===== src/pkg/sbe_pkg.sv =====
package sbe_pkg;

    // ==========================================================
    // sizes
    // ==========================================================
    localparam int unsigned NUM_OUT  = 20;
    localparam int unsigned AXI_AW   = 8;
    localparam int unsigned AXI_DW   = 32;

    // ==========================================================
    // register map (byte addresses)
    // ==========================================================
    localparam logic [7:0] OFS_SMB_EN   = 8'h00;
    localparam logic [7:0] OFS_MASK     = 8'h04;
    localparam logic [7:0] OFS_READBACK = 8'h08;
    localparam logic [7:0] OFS_STATUS   = 8'h0c;
    localparam logic [7:0] OFS_OUT_EN   = 8'h10;

    localparam int unsigned ST_STRAP_BIT  = 0;
    localparam int unsigned ST_PGOOD_BIT  = 1;
    localparam int unsigned ST_REFRUN_BIT = 2;

    localparam logic [1:0] RESP_OKAY   = 2'h0;
    localparam logic [1:0] RESP_SLVERR = 2'h2;

    // ==========================================================
    // timing
    // ==========================================================
    localparam int unsigned CLK_PERIOD_PS = 5000;
    // reference clock counted lost after this long without an edge
    localparam int unsigned REF_LOSS_NS   = 100;
    localparam int unsigned REF_LOSS_CYC  =
        (REF_LOSS_NS * 1000) / CLK_PERIOD_PS;
    // strap read once the synchroniser has filled
    localparam logic [1:0]  STRAP_TAKE_CYC = 2'h2;

    // ==========================================================
    // types
    // ==========================================================
    typedef struct packed {
        logic load_n;
        logic clk;
        logic data;
    } sbe_pins_t;

    typedef enum logic [1:0] {
        SB_HOLD  = 2'b01,
        SB_SHIFT = 2'b10
    } sbe_state_t;

endpackage : sbe_pkg


===== src/core/sbe_sync.sv =====
`timescale 1ns/10ps
`default_nettype none

module sbe_sync #(
    parameter int unsigned W = 1
)(
    input  wire logic         clk_i,
    input  wire logic         rstn_i,
    input  wire logic [W-1:0] async_i,
    output var  logic [W-1:0] sync_o
);

    logic [W-1:0] meta;

    always_ff @(posedge clk_i or negedge rstn_i)
    begin
        if (!rstn_i)
        begin
            meta   <= '0;
            sync_o <= '0;
        end
        else
        begin
            meta   <= async_i;
            sync_o <= meta;
        end
    end

endmodule : sbe_sync

`default_nettype wire


===== src/core/sbe_shift.sv =====
`timescale 1ns/10ps
`default_nettype none

module sbe_shift #(
    parameter int unsigned N = 20
)(
    input  wire logic             clk_i,
    input  wire logic             rstn_i,
    input  wire logic             enable_i,
    input  wire sbe_pkg::sbe_pins_t pins_i,
    output var  logic [N-1:0]     shift_o,
    output var  logic             load_o,
    output var  logic             sdo_o
);

    sbe_pkg::sbe_state_t state;
    sbe_pkg::sbe_state_t next_state;
    logic                clk_d;
    logic                clk_rise;
    logic                do_shift;
    logic                do_load;

    assign clk_rise = pins_i.clk & ~clk_d;
    // clock edges only count while the strobe is high
    assign do_shift = (state == sbe_pkg::SB_SHIFT) & pins_i.load_n
                    & clk_rise;
    assign do_load  = (state == sbe_pkg::SB_SHIFT) & ~pins_i.load_n;

    always_comb
    begin
        case (state)
            sbe_pkg::SB_HOLD:
                next_state = (enable_i & pins_i.load_n) ?
                             sbe_pkg::SB_SHIFT : sbe_pkg::SB_HOLD;
            sbe_pkg::SB_SHIFT:
                next_state = do_load ? sbe_pkg::SB_HOLD : sbe_pkg::SB_SHIFT;
            default:
                next_state = sbe_pkg::SB_HOLD;
        endcase
    end

    always_ff @(posedge clk_i or negedge rstn_i)
    begin
        if (!rstn_i)
        begin
            state   <= sbe_pkg::SB_HOLD;
            clk_d   <= 1'b0;
            shift_o <= '1;
            load_o  <= 1'b0;
            sdo_o   <= 1'b1;
        end
        else
        begin
            state  <= next_state;
            clk_d  <= pins_i.clk;
            load_o <= do_load;
            if (do_shift)
            begin
                // first bit in ends at the top stage
                shift_o <= {shift_o[N-2:0], pins_i.data};
                sdo_o   <= shift_o[N-2];
            end
        end
    end
endmodule : sbe_shift

`default_nettype wire


===== src/core/sbe_top.sv =====
// Decided for this implementation: the address map and the AXI4-Lite interface to the registers.
`timescale 1ns/10ps
`default_nettype none

// Behaviour
// - enables change glitch-free, only with reference running
// - strap low: sideband interface has no effect
// - mask bits reset to zero
// - set mask bit forces sideband enable
// - mask writable only after power good
// - readback copy refreshed on strobe fall
// - shift register never written by software
// - first bit shifted controls highest output
// - shift length equals output count
// - strobe high: sample data on clock rise
// - strobe fall copies shift to control
// - strobe low: clock and data ignored
// - serial out feeds next chained device
// - output on only when all enables agree
// - shift bits: one enables, reset ones
// - strap sampled once at power, static
// - sideband works before power good, no reference

module sbe_top #(
    parameter int unsigned        NUM_OUT     = sbe_pkg::NUM_OUT,
    parameter logic [NUM_OUT-1:0] OE_PIN_USED = '1
)(
    input  wire logic                      clk_i,
    input  wire logic                      rstn_i,
    // sideband pins
    input  wire logic                      sideband_enable_strap_i,
    input  wire logic                      sideband_clock_i,
    input  wire logic                      sideband_data_in_i,
    input  wire logic                      shift_load_n_i,
    output var  logic                      sideband_data_out_o,
    // device pins
    input  wire logic                      power_good_power_down_n_i,
    input  wire logic                      reference_clock_in_i,
    input  wire logic [NUM_OUT-1:0]        output_enable_pin_n_i,
    output var  logic [NUM_OUT-1:0]        output_enable_o,
    // axi4-lite slave
    input  wire logic [sbe_pkg::AXI_AW-1:0] s_axi_awaddr_i,
    input  wire logic                      s_axi_awvalid_i,
    output var  logic                      s_axi_awready_o,
    input  wire logic [sbe_pkg::AXI_DW-1:0] s_axi_wdata_i,
    input  wire logic [3:0]                s_axi_wstrb_i,
    input  wire logic                      s_axi_wvalid_i,
    output var  logic                      s_axi_wready_o,
    output var  logic [1:0]                s_axi_bresp_o,
    output var  logic                      s_axi_bvalid_o,
    input  wire logic                      s_axi_bready_i,
    input  wire logic [sbe_pkg::AXI_AW-1:0] s_axi_araddr_i,
    input  wire logic                      s_axi_arvalid_i,
    output var  logic                      s_axi_arready_o,
    output var  logic [sbe_pkg::AXI_DW-1:0] s_axi_rdata_o,
    output var  logic [1:0]                s_axi_rresp_o,
    output var  logic                      s_axi_rvalid_o,
    input  wire logic                      s_axi_rready_i
);

    localparam int unsigned SW = NUM_OUT + 6;
    localparam int unsigned PAD = sbe_pkg::AXI_DW - NUM_OUT;

    // ==========================================================
    // helpers
    // ==========================================================
    function automatic logic [31:0] apply_strb(
        input logic [31:0] old_v,
        input logic [31:0] new_v,
        input logic [3:0]  strb
    );
        logic [31:0] r;
        r = old_v;
        for (int b = 0; b < 4; b++)
        begin
            if (strb[b])
            begin
                r[b*8 +: 8] = new_v[b*8 +: 8];
            end
        end
        return r;
    endfunction : apply_strb

    function automatic logic [31:0] widen(input logic [NUM_OUT-1:0] v);
        return {{PAD{1'b0}}, v};
    endfunction : widen

    // ==========================================================
    // pin synchronisers
    // ==========================================================
    logic [SW-1:0]      sync_q;
    sbe_pkg::sbe_pins_t pins_s;
    logic               strap_s;
    logic               pg_s;
    logic               ref_s;
    logic [NUM_OUT-1:0] oe_n_s;

    sbe_sync #(
        .W (SW)
    ) u_sync (
        .clk_i   (clk_i),
        .rstn_i  (rstn_i),
        .async_i ({output_enable_pin_n_i, reference_clock_in_i,
                   power_good_power_down_n_i, sideband_enable_strap_i,
                   shift_load_n_i, sideband_clock_i, sideband_data_in_i}),
        .sync_o  (sync_q)
    );

    assign pins_s  = sync_q[2:0];
    assign strap_s = sync_q[3];
    assign pg_s    = sync_q[4];
    assign ref_s   = sync_q[5];
    assign oe_n_s  = sync_q[SW-1:6];

    // ==========================================================
    // strap capture
    // ==========================================================
    logic [1:0] strap_cnt;
    logic       strap_on;

    always_ff @(posedge clk_i or negedge rstn_i)
    begin
        if (!rstn_i)
        begin
            strap_cnt <= 2'h0;
            strap_on  <= 1'b0;
        end
        else if (strap_cnt == sbe_pkg::STRAP_TAKE_CYC)
        begin
            // taken once, held for good: a later change is ignored
            strap_cnt <= strap_cnt + 2'h1;
            strap_on  <= strap_s;
        end
        else if (strap_cnt < sbe_pkg::STRAP_TAKE_CYC)
        begin
            // parks past the take point so the counter never wraps
            strap_cnt <= strap_cnt + 2'h1;
        end
    end

    // ==========================================================
    // sideband shift register
    // ==========================================================
    logic [NUM_OUT-1:0] shift_q;
    logic               load_p;
    logic [NUM_OUT-1:0] ctrl;
    logic [NUM_OUT-1:0] readback;

    // runs from its own clock samples, independent of power good
    // and of the reference clock
    sbe_shift #(
        .N (NUM_OUT)
    ) u_shift (
        .clk_i    (clk_i),
        .rstn_i   (rstn_i),
        .enable_i (strap_on),
        .pins_i   (pins_s),
        .shift_o  (shift_q),
        .load_o   (load_p),
        .sdo_o    (sideband_data_out_o)
    );

    always_ff @(posedge clk_i or negedge rstn_i)
    begin
        if (!rstn_i)
        begin
            ctrl     <= '1;
            readback <= '1;
        end
        else if (load_p)
        begin
            ctrl     <= shift_q;
            readback <= shift_q;
        end
    end

    // ==========================================================
    // reference clock activity
    // ==========================================================
    logic        ref_d;
    logic [15:0] ref_cnt;
    logic        ref_run;
    logic        ref_edge;

    assign ref_edge = ref_s ^ ref_d;

    always_ff @(posedge clk_i or negedge rstn_i)
    begin
        if (!rstn_i)
        begin
            ref_d   <= 1'b0;
            ref_cnt <= 16'h0;
            ref_run <= 1'b0;
        end
        else
        begin
            ref_d <= ref_s;
            if (ref_edge)
            begin
                ref_cnt <= 16'h0;
                ref_run <= 1'b1;
            end
            else if (ref_cnt == 16'(sbe_pkg::REF_LOSS_CYC))
            begin
                ref_run <= 1'b0;
            end
            else
            begin
                ref_cnt <= ref_cnt + 16'h1;
            end
        end
    end

    // ==========================================================
    // enable priority
    // ==========================================================
    logic [NUM_OUT-1:0] smb_en;
    logic [NUM_OUT-1:0] mask;
    logic [NUM_OUT-1:0] eff_sb;
    logic [NUM_OUT-1:0] pin_en;
    logic [NUM_OUT-1:0] next_en;

    assign eff_sb  = strap_on ? (ctrl | mask) : '1;
    // an output without an assigned pin ignores that term
    assign pin_en  = ~oe_n_s | ~OE_PIN_USED;
    assign next_en = smb_en & pin_en & eff_sb;

    // stands in for the per-output clock-gate sync: a decision only
    // lands while the reference is seen toggling
    always_ff @(posedge clk_i or negedge rstn_i)
    begin
        if (!rstn_i)
        begin
            output_enable_o <= '0;
        end
        else if (ref_run)
        begin
            output_enable_o <= next_en;
        end
    end

    // ==========================================================
    // axi4-lite write
    // ==========================================================
    logic                      aw_got;
    logic                      w_got;
    logic [sbe_pkg::AXI_AW-1:0] aw_addr;
    logic [31:0]               w_data;
    logic [3:0]                w_strb;
    logic                      aw_hs;
    logic                      w_hs;
    logic                      do_write;
    logic [sbe_pkg::AXI_AW-1:0] wa;
    logic [31:0]               wd;
    logic [3:0]                ws;
    logic                      wa_hit;
    logic                      wr_smb;
    logic                      wr_mask;
    logic                      next_aw_got;
    logic                      next_w_got;
    logic                      next_bvalid;
    logic [31:0]               smb_wr_val;
    logic [31:0]               mask_wr_val;

    assign aw_hs    = s_axi_awvalid_i & s_axi_awready_o;
    assign w_hs     = s_axi_wvalid_i & s_axi_wready_o;
    assign do_write = (aw_got | aw_hs) & (w_got | w_hs) & ~s_axi_bvalid_o;
    assign wa       = aw_got ? aw_addr : s_axi_awaddr_i;
    assign wd       = w_got ? w_data : s_axi_wdata_i;
    assign ws       = w_got ? w_strb : s_axi_wstrb_i;

    assign wa_hit   = (wa == sbe_pkg::OFS_SMB_EN) | (wa == sbe_pkg::OFS_MASK)
                    | (wa == sbe_pkg::OFS_READBACK)
                    | (wa == sbe_pkg::OFS_STATUS)
                    | (wa == sbe_pkg::OFS_OUT_EN);
    assign wr_smb   = do_write & (wa == sbe_pkg::OFS_SMB_EN);
    // mask writes before power good are dropped silently
    assign wr_mask  = do_write & (wa == sbe_pkg::OFS_MASK) & pg_s;

    assign smb_wr_val  = apply_strb(widen(smb_en), wd, ws);
    assign mask_wr_val = apply_strb(widen(mask), wd, ws);

    assign next_aw_got = (aw_got | aw_hs) & ~do_write;
    assign next_w_got  = (w_got | w_hs) & ~do_write;
    assign next_bvalid = do_write | (s_axi_bvalid_o & ~s_axi_bready_i);

    always_ff @(posedge clk_i or negedge rstn_i)
    begin
        if (!rstn_i)
        begin
            aw_got          <= 1'b0;
            w_got           <= 1'b0;
            aw_addr         <= '0;
            w_data          <= 32'h0;
            w_strb          <= 4'h0;
            s_axi_awready_o <= 1'b0;
            s_axi_wready_o  <= 1'b0;
            s_axi_bvalid_o  <= 1'b0;
            s_axi_bresp_o   <= sbe_pkg::RESP_OKAY;
        end
        else
        begin
            aw_got          <= next_aw_got;
            w_got           <= next_w_got;
            s_axi_awready_o <= ~next_aw_got & ~next_bvalid;
            s_axi_wready_o  <= ~next_w_got & ~next_bvalid;
            s_axi_bvalid_o  <= next_bvalid;
            if (aw_hs)
            begin
                aw_addr <= s_axi_awaddr_i;
            end
            if (w_hs)
            begin
                w_data <= s_axi_wdata_i;
                w_strb <= s_axi_wstrb_i;
            end
            if (do_write)
            begin
                s_axi_bresp_o <= wa_hit ? sbe_pkg::RESP_OKAY
                                        : sbe_pkg::RESP_SLVERR;
            end
        end
    end

    // readback and shift register have no write path
    always_ff @(posedge clk_i or negedge rstn_i)
    begin
        if (!rstn_i)
        begin
            smb_en <= '1;
            mask   <= '0;
        end
        else
        begin
            if (wr_smb)
            begin
                smb_en <= smb_wr_val[NUM_OUT-1:0];
            end
            if (wr_mask)
            begin
                mask <= mask_wr_val[NUM_OUT-1:0];
            end
        end
    end

    // ==========================================================
    // axi4-lite read
    // ==========================================================
    logic        ar_hs;
    logic        next_rvalid;
    logic [31:0] rd_data;
    logic        rd_hit;
    logic [31:0] status;

    assign status = {29'h0, ref_run, pg_s, strap_on};
    assign ar_hs  = s_axi_arvalid_i & s_axi_arready_o;
    assign next_rvalid = ar_hs | (s_axi_rvalid_o & ~s_axi_rready_i);

    always_comb
    begin
        rd_hit  = 1'b1;
        case (s_axi_araddr_i)
            sbe_pkg::OFS_SMB_EN:   rd_data = widen(smb_en);
            sbe_pkg::OFS_MASK:     rd_data = widen(mask);
            sbe_pkg::OFS_READBACK: rd_data = widen(readback);
            sbe_pkg::OFS_STATUS:   rd_data = status;
            sbe_pkg::OFS_OUT_EN:   rd_data = widen(output_enable_o);
            default:
            begin
                rd_data = 32'h0;
                rd_hit  = 1'b0;
            end
        endcase
    end

    always_ff @(posedge clk_i or negedge rstn_i)
    begin
        if (!rstn_i)
        begin
            s_axi_arready_o <= 1'b0;
            s_axi_rvalid_o  <= 1'b0;
            s_axi_rdata_o   <= 32'h0;
            s_axi_rresp_o   <= sbe_pkg::RESP_OKAY;
        end
        else
        begin
            s_axi_arready_o <= ~next_rvalid;
            s_axi_rvalid_o  <= next_rvalid;
            if (ar_hs)
            begin
                s_axi_rdata_o <= rd_data;
                s_axi_rresp_o <= rd_hit ? sbe_pkg::RESP_OKAY
                                        : sbe_pkg::RESP_SLVERR;
            end
        end
    end
endmodule : sbe_top

`default_nettype wire


===== config.mk =====
export PLATFORM = sky130hd
export DESIGN_NAME = sbe_top
export DESIGN_NICKNAME = d
export VERILOG_FILES = /design/src/pkg/sbe_pkg.sv /design/src/core/sbe_sync.sv /design/src/core/sbe_shift.sv /design/src/core/sbe_top.sv
export SDC_FILE = /design/constraint.sdc
export NUM_CORES = 1
export LEC_CHECK = 0
export BUFFER_PORTS_ARGS = -buffer_cell sky130_fd_sc_hd__buf_2
export CAP_MARGIN = 10
export CORE_ASPECT_RATIO = 0.75
export CORE_MARGIN = 8
export CORE_UTILIZATION = 55
export CTS_BUF_LIST = sky130_fd_sc_hd__clkbuf_16
export DETAILED_ROUTE_END_ITERATION = 16
export PLACE_DENSITY = 0.77
export SLEW_MARGIN = 20
export SYNTH_ARGS = -nofsm -noshare
export SYNTH_HDL_FRONTEND = slang
export SYNTH_SLANG_ARGS = --single-unit

===== constraint.sdc =====
create_clock -name clk_i -period 5.4 [get_ports clk_i]
set_input_delay 0 -clock clk_i [delete_from_list [all_inputs] [get_ports clk_i]]
set_output_delay 0 -clock clk_i [all_outputs]
set_load 0.005 [all_outputs]

==> flow_summary.toml <==
[grt]
grt_pass1_wl_um = 36300
grtUsageTotal = 0.200
gr-total-overflow = 0
antenna_found_initial = 1
grt_pass1_vias = 6865
grt_max_degree = 128

[cells_and_area]
nets = 1017
layout.cells.non_filler = 1186
area_growth_pct = 22.4
drive_above_1_share = 0.404
stdcell_area_um2 = 12200
fill_cells = 1259

[clock_network]
htreeDepth = 1
cts_buffer_depth = 3
cts_resized = 0
post_cts_buffers = 0
ctsHoldBuffers = 63
root_buffer = "clkbuf_16"
cts_sinks = 237
cts_tree = "yes"
insertion_delay_ps = 520
numCtsBuffers = 23
cts.clk_slew.worst_paths_ps = 60

[drt]
vias_per_cell = 5.48
wirelength_um = 22700
antenna_left = 0
drt_iter0_drc = 497
drc = 0
num_vias = 6495
wl_per_cell_um = 19.1
drt_pass1_iterations = 5

[floorplan]
initial_utilization = 0.563
ios = 147
core.rowCount = 42
die_area_um2 = 22800
core-area_um2 = 17700
die_x_um = 172
dieHeight_um = 133

[logic_synthesis]
synthDominantCellAreaShare = 0.441
yosys_warnings = 0
postSynthCellCount = 741
mappedNetlistArea_um2 = 9980
synth_common_cells = "176 x dfrtp_1, 138 x mux2_2, 61 x dfstp_2"
synth_seq_cells = 237
synth-main-ff-cell = "dfrtp_1"
post-synth-top-count-cell = "dfrtp_1"
synth_area_leaders = "dfrtp_1 44%, dfstp_2 16%, mux2_2 16%"
synth-edff-count = 0
ys_seq_area_frac = 0.602
ys_types = 53
syn_avg_cell_area_um2 = 13.5
ys_async_sr_fraction = 1.00
yosys.area.top_type = "dfrtp_1"

[worst_setup_path]
worst_ep_arrival_time_ps = 3290
path_class = "flip-flop to flip-flop"
slowest_stage = "a2111oi_4"
critPathMaxFanout = 9
cp_slowest_stage_delay_ps = 840
end_kind = "flip-flop"
required_ps = 5790
startpoint_type = "flip-flop"
crit_chain = "or4_4 -> a2111oi_4 -> nand4_4 -> mux2_2"

[hold_path]
hold_path.class = "input port to flip-flop"

[sta]
fin_tns_setup_ps = 0
setup_viol = 0
rsz0062_at_grt = "no"
tightestPinTransition_ps = 1040
clock_skew_ps = 23.3
hold_violations = 0
hold_slack_ps = 72.6
drv_slew = 0
period_share = 0.536
fin_crit_ps = 2890
fmax_mhz = 346
slew_headroom = 0.306

[placement]
gp_congestion = 0.765
post_dp_cell_area_um2 = 10800
dp.cells = 1079
dpl.hpwl_um = 14200
portBuffers = 119

[pwr]
cellPowerDensity_nw_per_um2 = 366
irDropWorstVdd_mv = 0.310
power_leakage_uw = 0.00559

[status]
status = "finished clean"

[flow_run]
maxCapViolations = 0
## layout by cell type (no fill, tap or decap), drive strengths merged, types with 2 or more instances in the layout
cell	n
mux2	138
o21ai	32
xor2	9
nor2	36
or3	5
conb	14
or2	4
nand3	5
nand4b	21
nand2	34
or4b	2
clkbuf	23
a22oi	3
a221o	17
nand4	11
o2bb2ai	17
buf	129
nor2b	5
o22a	3
nor4	3
or4	4
dfrtp	176
bufinv	4
dlygate4sd3	63
and2	18
a211oi	2
nor3b	3
a21oi	8
xnor2	3
nand2b	3
and4	3
ha	6
mux2i	23
dfstp	61
clkinv	11
inv	35
## flip-flops by register name (all words and copies together), names as in the netlist, 2 cells and up
register / count
u_sync.meta: 26
u_sync.sync_o: 26
mask: 20
output_enable_o: 20
readback: 20
s_axi_rdata_o: 20
smb_en: 20
u_shift.shift_o: 20
w_data: 20
ref_cnt: 16
aw_addr: 8
w_strb: 3
strap_cnt: 2
u_shift.state: 2
## final cells by class
cell class                 count  area (um^2)  area share
tap                          242          303      0.0248
timing repair buffer         192         1330       0.109
antenna                        1         2.50    0.000205
clock buffer                  23          576      0.0471
multi-input combinational    441         3680       0.301
inverter                      31          116     0.00953
clock inverter                19          200      0.0164
sequential                   237         6010       0.492
## layer usage
metal  track usage  share of wire  up-vias
li1              -              -     2994
met3        0.0383          0.068       38
met5             0              0        -
met4        0.0545          0.019        0
met2         0.315           0.46      194
met1         0.279           0.45     3269
## critical path, delay by kind of cell (launching register included)
kind | cells | cell delay [ps]
muxes | 1 | 400
DFF | 1 | 500
and+or+nand+nor | 2 | 1030
AOI/OAI and AO/OA | 1 | 840
## where the power goes
group          switching [uW]  leakage [uW]  internal [uW]
Clock                     669      0.000395            972
Sequential                124       0.00285           1990
Combinational             342       0.00234            372
## through the flow
stage,utilization,power [uW],worst slack [ps]
after floorplan,-,2590,2930
after global placement,0.609,2770,2580
after detailed placement,0.609,2810,2560
after CTS,0.689,4500,2530
after global routing,0.690,4670,2430
final,0.690,4460,2510
## kinds of logic (layout without fill, tap and decap cells)
logic type / count (synthesis) / after routing / synth area share
flops: 237 / 237 / 0.602
mux: 161 / 161 / 0.180
simple gates: 160 / 160 / 0.0984
compound gates: 88 / 88 / 0.0663
buf+inv: 76 / 265 / 0.0346
xor+xnor: 12 / 12 / 0.0105
fa+ha+maj: 6 / 6 / 0.00752
other cells: 1 / 15 / 0.000376
## final timing paths
kind / from / endpoint / slack, ps / cells after the start
max: aw_got / mask[15] / 2510 / 4
max in group asynchronous: rstn_i / ref_cnt[5] / 4110 / 3
min: s_axi_araddr_i[3] / s_axi_rdata_o[0] / 70 / 4
min reg2reg: u_sync.meta[4] / u_sync.sync_o[4] / 350 / 0
max reg2reg: aw_got / mask[15] / 2510 / 4
min in group asynchronous: rstn_i / u_sync.sync_o[9] / 200 / 2
Power figures use the tool's default switching activity.
